File: src/rtl/spm_port_regs.vh
// Register indices, field positions, reset values and timing counts of the serial port
`ifndef SPM_PORT_REGS_VH
`define SPM_PORT_REGS_VH

// ==========================================================
// Register indices (byte address is four times the index)
`define SPM_IDX_CTL       8'hf8
`define SPM_IDX_CFG       8'h9a
`define SPM_IDX_DAT       8'h9b
`define SPM_IDX_CKR       8'h9d

// ==========================================================
// Control register fields
`define SPM_CTL_DONE      7
`define SPM_CTL_WRITE_COLLISION_FLAG      6
`define SPM_CTL_MODE_FAULT_FLAG      5
`define SPM_CTL_OVR       4
`define SPM_CTL_BUSY      3
`define SPM_CTL_SEL       2
`define SPM_CTL_MASTER_ENABLE_BIT     1
`define SPM_CTL_EN        0

// ==========================================================
// Configuration register fields
`define SPM_CFG_CPHA      7
`define SPM_CFG_CPOL      6
`define SPM_CFG_BC_HI     5
`define SPM_CFG_BC_LO     3
`define SPM_CFG_FRS_HI    2
`define SPM_CFG_FRS_LO    0

// ==========================================================
// Reset values
`define SPM_RST_CTL       8'h00
`define SPM_RST_CFG       8'h00
`define SPM_RST_CKR       8'h00
`define SPM_RST_DAT       8'h00

// ==========================================================
// Timing: divider values below the floor give the fastest rate,
// a half period of four system clocks (bit rate = clock / 8)
`define SPM_DIV_FLOOR     8'h03
`define SPM_MIN_HALF      9'h004

`endif

File: src/rtl/spm_port.v
// Four-wire serial port, master or slave, with Avalon-MM register access
`timescale 1ns/10ps
`include "spm_port_regs.vh"

// Function
// RL1: Bit rate never exceeds one eighth of the system clock.
// RL2: Master drives the master-to-slave line, MSB first; slaves only read it.
// RL3: Selected slave drives slave-to-master line MSB first, else high impedance.
// RL4: Only the master makes the serial clock; data moves in step with it.
// RL5: External master holds select low for the whole transfer.
// RL6: In master mode the select input disables the port.
// RL7: Transfers start only as master; master enable bit makes it master.
// RL8: Writing the data register in master mode starts a transfer.
// RL9: Master shifts data out at once while producing the serial clock.
// RL10: Transfer-complete flag sets at end of master transfer; raises request.
// RL11: Master frames are one to eight bits, chosen by config bits [2:0].
// RL12: Master shifts in while shifting out; received word becomes readable data.
// RL13: Data write during a transfer is dropped and sets write-collision flag.
// RL14: Data reads return a receive buffer separate from the shift register.
// RL15: Overrun flag sets if unread data remains when the last bit arrives.
// RL16: On overrun the old word is kept and the new word dropped.
// RL17: Enabled without master enable, port is a slave on the external clock.
// RL18: Slave transfer completes, setting the done flag, when select rises.
// RL19: Slave data write loads the shift register for the next transfer.
// RL20: Master enable plus low select sets the mode-fault flag.
// RL21: Phase picks first or second sampling edge; polarity picks idle level.
// RL22: Master clock is half system clock over divider plus one, floor clock/8.
// RL23: Busy flag shows a master transfer; selected flag is inverted select.
// RL24: Event flags stay set until software clears them.
module spm_port (
  input  wire        clock,
  input  wire        rst_n,
  input  wire [9:0]  avs_address,
  input  wire        avs_read,
  input  wire        avs_write,
  input  wire [31:0] avs_writedata,
  input  wire [3:0]  avs_byteenable,
  output wire [31:0] avs_readdata,
  output wire        avs_waitrequest,
  input  wire        sck_i,
  output wire        sck_o,
  output wire        sck_oe,
  input  wire        mosi_i,
  output wire        mosi_o,
  output wire        mosi_oe,
  input  wire        miso_i,
  output wire        miso_o,
  output wire        miso_oe,
  input  wire        slave_select_n,
  output wire        irq_req
);

  // ==========================================================
  // State
  reg        done_ff;
  reg        write_collision_flag_ff;
  reg        mode_fault_flag_ff;
  reg        ovr_ff;
  reg        master_enable_bit_ff;
  reg        en_ff;
  reg        cpha_ff;
  reg        cpol_ff;
  reg [2:0]  frs_ff;
  reg [7:0]  ckr_ff;
  reg [7:0]  rxbuf_ff;
  reg        unread_ff;
  reg [7:0]  sh_ff;
  reg        out_ff;
  reg        busy_ff;
  reg        sck_ff;
  reg [8:0]  div_ff;
  reg [3:0]  edge_ff;
  reg [2:0]  bitcnt_ff;
  reg        sck_prev_ff;
  reg        nss_prev_ff;
  reg        ack_ff;
  reg [31:0] rdata_ff;

  // Reset images as named constants, so single fields can be picked out
  localparam [7:0] RST_CTL = `SPM_RST_CTL;
  localparam [7:0] RST_CFG = `SPM_RST_CFG;

  // ==========================================================
  // Bus decode: one wait cycle, access takes effect when waitrequest drops
  wire       req      = avs_read | avs_write;
  wire       take     = req & ack_ff;
  wire [7:0] idx      = avs_address[9:2];
  wire       wr_lane  = avs_write & take & avs_byteenable[0];
  wire [7:0] wd       = avs_writedata[7:0];
  wire       ctl_wr   = wr_lane & (idx == `SPM_IDX_CTL);
  wire       cfg_wr   = wr_lane & (idx == `SPM_IDX_CFG);
  wire       ckr_wr   = wr_lane & (idx == `SPM_IDX_CKR);
  wire       dat_wr   = wr_lane & (idx == `SPM_IDX_DAT);
  wire       dat_rd   = avs_read & take & (idx == `SPM_IDX_DAT);

  assign avs_waitrequest = req & ~ack_ff;
  assign avs_readdata    = rdata_ff;

  // ==========================================================
  // Mode decode
  wire master_mode = en_ff & master_enable_bit_ff;                 // RL7
  wire slave_mode  = en_ff & ~master_enable_bit_ff;                // RL17
  wire sel         = ~slave_select_n;
  wire mst_dis     = master_mode & sel;                // RL6 RL20
  wire s_busy      = slave_mode & sel;

  // ==========================================================
  // Master bit-rate divider: half period is divider+1, never under four clocks
  wire [8:0] half    = (ckr_ff < `SPM_DIV_FLOOR) ? `SPM_MIN_HALF :
                       ({1'b0, ckr_ff} + 9'h001);      // RL22 RL1
  wire       tick    = busy_ff & (div_ff == (half - 9'h001));
  wire       m_edge  = tick & ~mst_dis;

  // Slave edges come from the external clock, inputs are already synchronous
  wire       s_edge  = s_busy & (sck_i != sck_prev_ff); // RL4 RL17
  wire       s_lead  = (sck_i != cpol_ff);

  // Leading or trailing edge, then sample or shift as phase selects
  wire       ev      = m_edge | s_edge;
  wire       lead    = m_edge ? ~edge_ff[0] : s_lead;
  wire       sample  = ev & (lead ^ cpha_ff);          // RL21
  wire       shift   = ev & ~(lead ^ cpha_ff);
  wire       din     = master_mode ? miso_i : mosi_i;  // RL2 RL3

  // End of frame: master after 2N edges, slave on select release
  wire       m_last  = m_edge & (edge_ff == {frs_ff, 1'b1}); // RL11
  wire       s_end   = slave_mode & ~nss_prev_ff & slave_select_n; // RL18
  wire       fin     = m_last | s_end;

  // Received word: master keeps only the low N bits of the frame
  wire [7:0] sh_smp  = {sh_ff[6:0], din};
  wire [7:0] sh_last = sample ? sh_smp : sh_ff;
  wire [7:0] fmask   = 8'hff >> (~frs_ff);
  wire [7:0] rxword  = master_mode ? (sh_last & fmask) : sh_last; // RL12

  // Start and collision of a data write
  wire       m_start = dat_wr & master_mode & ~busy_ff & slave_select_n; // RL8
  wire       coll    = dat_wr & (busy_ff | s_busy);    // RL13
  wire       s_load  = dat_wr & ~master_mode & ~s_busy; // RL19

  // ==========================================================
  // Bus answer and read data, captured the cycle before the answer
  always @(posedge clock or negedge rst_n) begin
    if (!rst_n) begin
      ack_ff   <= 1'b0;
      rdata_ff <= 32'h00000000;
    end else begin
      ack_ff <= req & ~ack_ff;
      if (avs_read & ~ack_ff) begin
        case (idx)
          `SPM_IDX_CTL: rdata_ff <= {24'h000000, done_ff, write_collision_flag_ff, mode_fault_flag_ff, ovr_ff,
                                     busy_ff, sel, master_enable_bit_ff, en_ff}; // RL23
          `SPM_IDX_CFG: rdata_ff <= {24'h000000, cpha_ff, cpol_ff, bitcnt_ff, frs_ff};
          `SPM_IDX_CKR: rdata_ff <= {24'h000000, ckr_ff};
          `SPM_IDX_DAT: rdata_ff <= {24'h000000, rxbuf_ff}; // RL14
          default:      rdata_ff <= 32'h00000000;
        endcase
      end
    end
  end

  // ==========================================================
  // Configuration; clock settings should only change while disabled
  always @(posedge clock or negedge rst_n) begin
    if (!rst_n) begin
      master_enable_bit_ff <= RST_CTL[`SPM_CTL_MASTER_ENABLE_BIT];
      en_ff    <= RST_CTL[`SPM_CTL_EN];
      cpha_ff  <= RST_CFG[`SPM_CFG_CPHA];
      cpol_ff  <= RST_CFG[`SPM_CFG_CPOL];
      frs_ff   <= RST_CFG[`SPM_CFG_FRS_HI:`SPM_CFG_FRS_LO];
      ckr_ff   <= `SPM_RST_CKR;
    end else begin
      if (ctl_wr) begin
        master_enable_bit_ff <= wd[`SPM_CTL_MASTER_ENABLE_BIT];                // RL7
        en_ff    <= wd[`SPM_CTL_EN];
      end
      if (cfg_wr) begin
        cpha_ff <= wd[`SPM_CFG_CPHA];                  // RL21
        cpol_ff <= wd[`SPM_CFG_CPOL];
        frs_ff  <= wd[`SPM_CFG_FRS_HI:`SPM_CFG_FRS_LO]; // RL11
      end
      if (ckr_wr) begin
        ckr_ff <= wd;
      end
    end
  end

  // ==========================================================
  // Sticky flags: writing 0 clears, a same-cycle hardware set wins
  always @(posedge clock or negedge rst_n) begin
    if (!rst_n) begin
      done_ff <= 1'b0;
      write_collision_flag_ff <= 1'b0;
      mode_fault_flag_ff <= 1'b0;
      ovr_ff  <= 1'b0;
    end else begin
      done_ff <= fin | (done_ff & ~(ctl_wr & ~wd[`SPM_CTL_DONE])); // RL10 RL18 RL24
      write_collision_flag_ff <= coll | (write_collision_flag_ff & ~(ctl_wr & ~wd[`SPM_CTL_WRITE_COLLISION_FLAG])); // RL13 RL24
      mode_fault_flag_ff <= mst_dis | (mode_fault_flag_ff & ~(ctl_wr & ~wd[`SPM_CTL_MODE_FAULT_FLAG])); // RL20 RL24
      ovr_ff  <= (fin & unread_ff) | (ovr_ff & ~(ctl_wr & ~wd[`SPM_CTL_OVR])); // RL15 RL24
    end
  end

  // ==========================================================
  // Receive buffer: loaded only when the previous word was read
  always @(posedge clock or negedge rst_n) begin
    if (!rst_n) begin
      rxbuf_ff  <= `SPM_RST_DAT;
      unread_ff <= 1'b0;
    end else begin
      if (fin & ~unread_ff) begin
        rxbuf_ff  <= rxword;                           // RL12 RL14
        unread_ff <= 1'b1;
      end else if (dat_rd & ~fin) begin
        unread_ff <= 1'b0;                             // RL16
      end
    end
  end

  // ==========================================================
  // Shift register and output bit, shared by master and slave roles.
  // The output bit is a separate latch so the line changes only on loads, select fall and shift edges.
  always @(posedge clock or negedge rst_n) begin
    if (!rst_n) begin
      sh_ff     <= `SPM_RST_DAT;
      out_ff    <= 1'b0;
      bitcnt_ff <= 3'h0;
    end else begin
      if (m_start | s_load) begin
        sh_ff     <= wd;                               // RL9 RL19
        out_ff    <= wd[7];
        bitcnt_ff <= 3'h0;
      end else if (slave_mode & nss_prev_ff & sel) begin
        out_ff    <= sh_ff[7];                         // RL3
        bitcnt_ff <= 3'h0;
      end else if (sample) begin
        sh_ff     <= sh_smp;                           // RL2 RL12
        bitcnt_ff <= bitcnt_ff + 3'h1;
      end else if (shift) begin
        out_ff <= sh_ff[7];                            // RL2 RL3
      end
    end
  end

  // ==========================================================
  // Master sequencer: divider, clock toggle and edge count
  always @(posedge clock or negedge rst_n) begin
    if (!rst_n) begin
      busy_ff <= 1'b0;
      sck_ff  <= 1'b0;
      div_ff  <= 9'h000;
      edge_ff <= 4'h0;
    end else begin
      if (m_start) begin
        busy_ff <= 1'b1;                               // RL23
        sck_ff  <= cpol_ff;
        div_ff  <= 9'h000;
        edge_ff <= 4'h0;
      end else if (busy_ff & (mst_dis | ~master_mode)) begin
        busy_ff <= 1'b0;                               // RL6
        sck_ff  <= cpol_ff;
      end else if (busy_ff) begin
        div_ff <= tick ? 9'h000 : (div_ff + 9'h001);
        if (m_edge) begin
          sck_ff  <= ~sck_ff;                          // RL4 RL9
          edge_ff <= edge_ff + 4'h1;
          if (m_last) begin
            busy_ff <= 1'b0;                           // RL23
          end
        end
      end else begin
        sck_ff <= cpol_ff;                             // RL21
      end
    end
  end

  // ==========================================================
  // Previous levels of the external clock and select, for edge detection
  always @(posedge clock or negedge rst_n) begin
    if (!rst_n) begin
      sck_prev_ff <= 1'b0;
      nss_prev_ff <= 1'b1;
    end else begin
      sck_prev_ff <= sck_i;
      nss_prev_ff <= slave_select_n;
    end
  end

  // ==========================================================
  // Pins: the slave line is released unless selected as a slave
  assign sck_o   = sck_ff;
  assign sck_oe  = master_mode;                        // RL4
  assign mosi_o  = out_ff;
  assign mosi_oe = master_mode;                        // RL2
  assign miso_o  = out_ff;
  assign miso_oe = s_busy;                             // RL3
  // Raw request; enabling it is the interrupt controller's job
  assign irq_req = done_ff | write_collision_flag_ff | mode_fault_flag_ff | ovr_ff; // RL10

endmodule

File: config.mk
export PLATFORM = sky130hd
export DESIGN_NAME = spm_port
export DESIGN_NICKNAME = d
export VERILOG_FILES = /design/src/rtl/spm_port.v
export VERILOG_INCLUDE_DIRS = /design/src /design/src/rtl
export SDC_FILE = /design/constraint.sdc
export NUM_CORES = 1
export LEC_CHECK = 0
export BUFFER_PORTS_ARGS = -buffer_cell sky130_fd_sc_hd__buf_2
export CAP_MARGIN = 20
export CORE_MARGIN = 3
export CORE_UTILIZATION = 40
export CTS_CLUSTER_DIAMETER = 120
export DETAILED_ROUTE_END_ITERATION = 6
export SETUP_SLACK_MARGIN = 0.3
export SLEW_MARGIN = 40
export SYNTH_ARGS = -nofsm -noshare
export SYNTH_HDL_FRONTEND = slang
export SYNTH_SLANG_ARGS = --single-unit
File: constraint.sdc
create_clock -name clock -period 3.73 [get_ports clock]
set_input_delay 0 -clock clock [delete_from_list [all_inputs] [get_ports clock]]
set_output_delay 0 -clock clock [all_outputs]
set_load 0.01 [all_outputs]
==> qor_table.md <==
| Parameter | This run | Unit |
|---|---|---|
| Number of routed nets with antenna violations | 0 | - |
| Power Density | 288 | nW/µm² |
| Primary FF master, synth | dfrtp_1 | - |
| Number of hold violations in the final report | 0 | - |
| Placer congestion estimate | 0.825 | - |
| Fin Hold WS | 122 | ps |
| Overall Global Routing Usage | 18.7 | % |
| Launch instance of the worst min-delay path | mosi_i | - |
| Total Die Area | 12400 | µm² |
| Maximum number of pins on one net before global-route repair | 39 | - |
| Hold endpoint | rxbuf_ff[0] | - |
| Finish-stage setup viols | 0 | - |
| Net count of the finished layout | 590 | - |
| Launching point of the worst reg2reg path | ckr_ff[0] | - |
| Reg clk slew, reported paths | 70 | ps |
| Clock tree from TritonCTS | yes | - |
| Max-Cap Viols | 0 | - |
| Peak clock frequency supported by timing | 0.294 | GHz |
| Clock Path Buffers | 2 | - |
| Setup repair after global routing missed its margin | true | - |
| Clock root buffer master | clkbuf_8 | - |
| Minimum setup slack among reg-to-reg paths | 330 | ps |
| Wire length after detailed routing | 11.4 | mm |
| DR iter-0 viols | 325 | - |
| Hpwl dp | 8.45 | mm |
| Setup_tns | 0 | ps |
| Post-DR wirelength/cell | 16.9 | µm |
| Worst-case vdd ir drop | 0.000200 | V |
| Shortest clock period the worst path allows after layout | 3400 | ps |
| Required time of the worst setup path | 3970 | ps |
| Largest fanout on the critical path | 8 | - |
| Depth of the CTS H-tree | 3 | - |
| Vias after detailed routing | 3720 | - |
| Arr. time, crit path | 3640 | ps |
| Worst slew slack as a fraction of its limit | 49.9 | % |
| Count of warnings emitted by yosys | 0 | - |
| Largest clock skew in the final design | 12.7 | ps |
| Die Y-Extent | 111 | µm |
| Number of distinct standard cells referenced by the synthesized netlist | 74 | - |
| Die extent in x | 111 | µm |
| Number of clock buffers inserted by TritonCTS | 9 | - |
| Ranking of synthesized cells by area | dfrtp_1 (37%), mux2_2 (4.8%), nand2_1 (4.8%) | - |
| Starting Density | 42.0 | % |
| Synth-to-layout area growth | 18.2 | % |
| Hold Crit Class | in2reg | - |
| Vias per inst | 5.54 | - |
| Setup crit start kind | register | - |
| Part of the cycle the worst path needs | 91.2 | % |
| Worst-Margin Slew | 750 | ps |
| Leading cell type in the layout, fill and taps excluded | dfrtp_1 | - |
| Wire length of the first global-routing pass | 18.8 | mm |
| Startpoint-to-endpoint class of the critical path | reg2reg | - |
| Area leader, netlist | dfrtp_1 | - |
| Top cell type's share of synthesized area | 36.7 | % |
| Fraction of final layout cells sized beyond drive strength 1 | 25.2 | % |
| Clock network latency to the later pin of the worst-skew pair | 360 | ps |
| Mean cell area of the mapped netlist | 9.56 | µm² |
| Cell area after technology mapping | 4430 | µm² |
| # clock sinks | 66 | - |
| Critical Path Sink Type | register | - |
| Antenna violations before repair | 0 | - |
| DR pass1 iterations | 5 | - |
| Number of flops mapped to enable cells by yosys | 0 | - |
| Count of boundary I/O pins | 94 | - |
| Instance count along the most critical hold path | 4 | - |
| Outcome | finished clean | - |
| Leakage power total | 2.39 | nW |
| Commonest cells after routing, fill and taps aside | dfrtp_1 (64), nand2_1 (55), buf_2 (40) | - |
| Async set-or-reset flop fraction in the synthesized netlist | 100 | % |
| R2R Path End | rxbuf_ff[3] | - |
| Number of slew-limit violations in the final report | 0 | - |
| Core box area | 10600 | µm² |
| Number of rows in the core area | 37 | - |
| Post-synthesis register bit count | 66 | - |
| Residual overflow from global routing | 0 | - |
| Worst r2r path cells | 11 | - |
| Sequential share of the synthesized area | 37.3 | % |
| DRC violation count after routing | 0 | - |
| Number of antenna cells inserted | 0 | - |
| Vias in the first global route | 3608 | - |
| Port-buffer cells | 40 | - |
| Number of cells produced by synthesis | 464 | - |
[how the worst max path moves through the flow]
stage	from	endpoint	slack, ps	depth (start not counted)
after floorplan	ckr_ff[1]	rxbuf_ff[4]	300	15
after global placement	ckr_ff[6]	rxbuf_ff[3]	210	12
after detailed placement	ckr_ff[6]	rxbuf_ff[5]	100	12
after CTS	ckr_ff[0]	rxbuf_ff[3]	300	11
after global routing	ckr_ff[0]	rxbuf_ff[2]	130	13
final	ckr_ff[0]	rxbuf_ff[3]	330	11
[cells in the mapped netlist (3+ instances only)]
cell	number
nand4b_1	3
and2_1	11
mux2_1	3
nor4_1	7
nand3_1	10
nor3_1	8
a221o_1	7
a22o_1	8
xnor2_1	13
nand2_1	57
a21oi_1	7
and4_1	3
dfrtp_1	65
inv_1	11
mux2_2	19
o21ai_0	26
ha_1	5
or4_1	4
buf_4	28
mux2i_1	14
buf_2	6
xor2_1	6
a22oi_1	18
o21a_1	3
and3_1	9
nor3b_1	6
a21o_1	6
clkbuf_1	8
nand4_1	6
nand2b_1	7
nor2_1	25
[cells by family (layout without fill, tap and decap cells)]
| kind of cell | after synthesis | in the layout | synth area share [%] |
|---|---|---|---|
| AO/OA/AOI/OAI | 106 | 106 | 18.3 |
| adder cells (fa/ha/maj) | 5 | 5 | 1.41 |
| other | 1 | 24 | 0.0846 |
| multiplexers | 37 | 37 | 9.25 |
| buffers and inverters | 56 | 104 | 7.62 |
| XOR/XNOR | 20 | 20 | 4.37 |
| flip-flops | 66 | 66 | 37.3 |
| AND/OR/NAND/NOR | 173 | 173 | 21.7 |
[through the flow]
| step | setup WS (ps) | power, mW | std cells | instance area (µm²) | utilization [%] |
|---|---|---|---|---|---|
| 2_1_floorplan | 299 | 0.843 | 487 | 4560 | - |
| 3_3_place_gp | 211 | 0.877 | 637 | 4780 | 45.3 |
| 3_5_place_dp | 95.8 | 0.880 | 637 | 4780 | 45.3 |
| 4_1_cts | 300 | 1.52 | 665 | 5170 | 49.0 |
| 5_1_grt | 134 | 1.57 | 671 | 5240 | 49.7 |
| 6_report | 329 | 1.51 | 671 | 5240 | 49.7 |
[layer usage]
metal | part of all wire [%] | up-vias | routed length (µm) | track usage (%)
met5 | 0 | - | 0 | 0
met4 | 1.2 | 0 | 137 | 5.52
met3 | 5.9 | 12 | 668 | 4.20
met2 | 46 | 101 | 5270 | 29.4
met1 | 46 | 1813 | 5290 | 25.7
li1 | - | 1794 | - | -
[cell type report]
cell class | count | area [µm²]
Sequential cell | 66 | 1650
Timing Repair Buffer | 77 | 527
Clock buffer | 13 | 169
Tap cell | 136 | 170
Multi-Input combinational cell | 365 | 2640
Clock inverter | 2 | 35.0
Inverter | 12 | 45.0
Fill cell | 1006 | 5310
[power by group]
part           switching, mW  internal (mW)
clock network          0.268          0.359
registers             0.0162          0.732
logic                 0.0801         0.0549
[state kept, by name, indices dropped and copies added, names as in the netlist, 3 cells and up]
register and flops:
frs_ff 3, edge_ff 4, rxbuf_ff 8, avs_readdata 8, div_ff 9, sh_ff 8, ckr_ff 8, bitcnt_ff 3
[critical path, stage by stage, from the launching register on]
cell and delay (ps):
dfrtp_1 390, ha_4 170, buf_6 150, nand4_2 140, o21a_1 220, or4_1 520, nor3_2 160, a2111oi_2 90
or4_4 570, o31a_4 340, nor2_8 180, mux2_2 360
[repair_timing]
item,CTS,global route
buffers inserted,0,6
endpoints found under the setup margin,22,25
hold endpoints to repair,53,0
gates cloned,0,0
pin swaps,3,2
resized for setup,9,5
hold buffers,13,0
(Power assumes the default switching activity.)
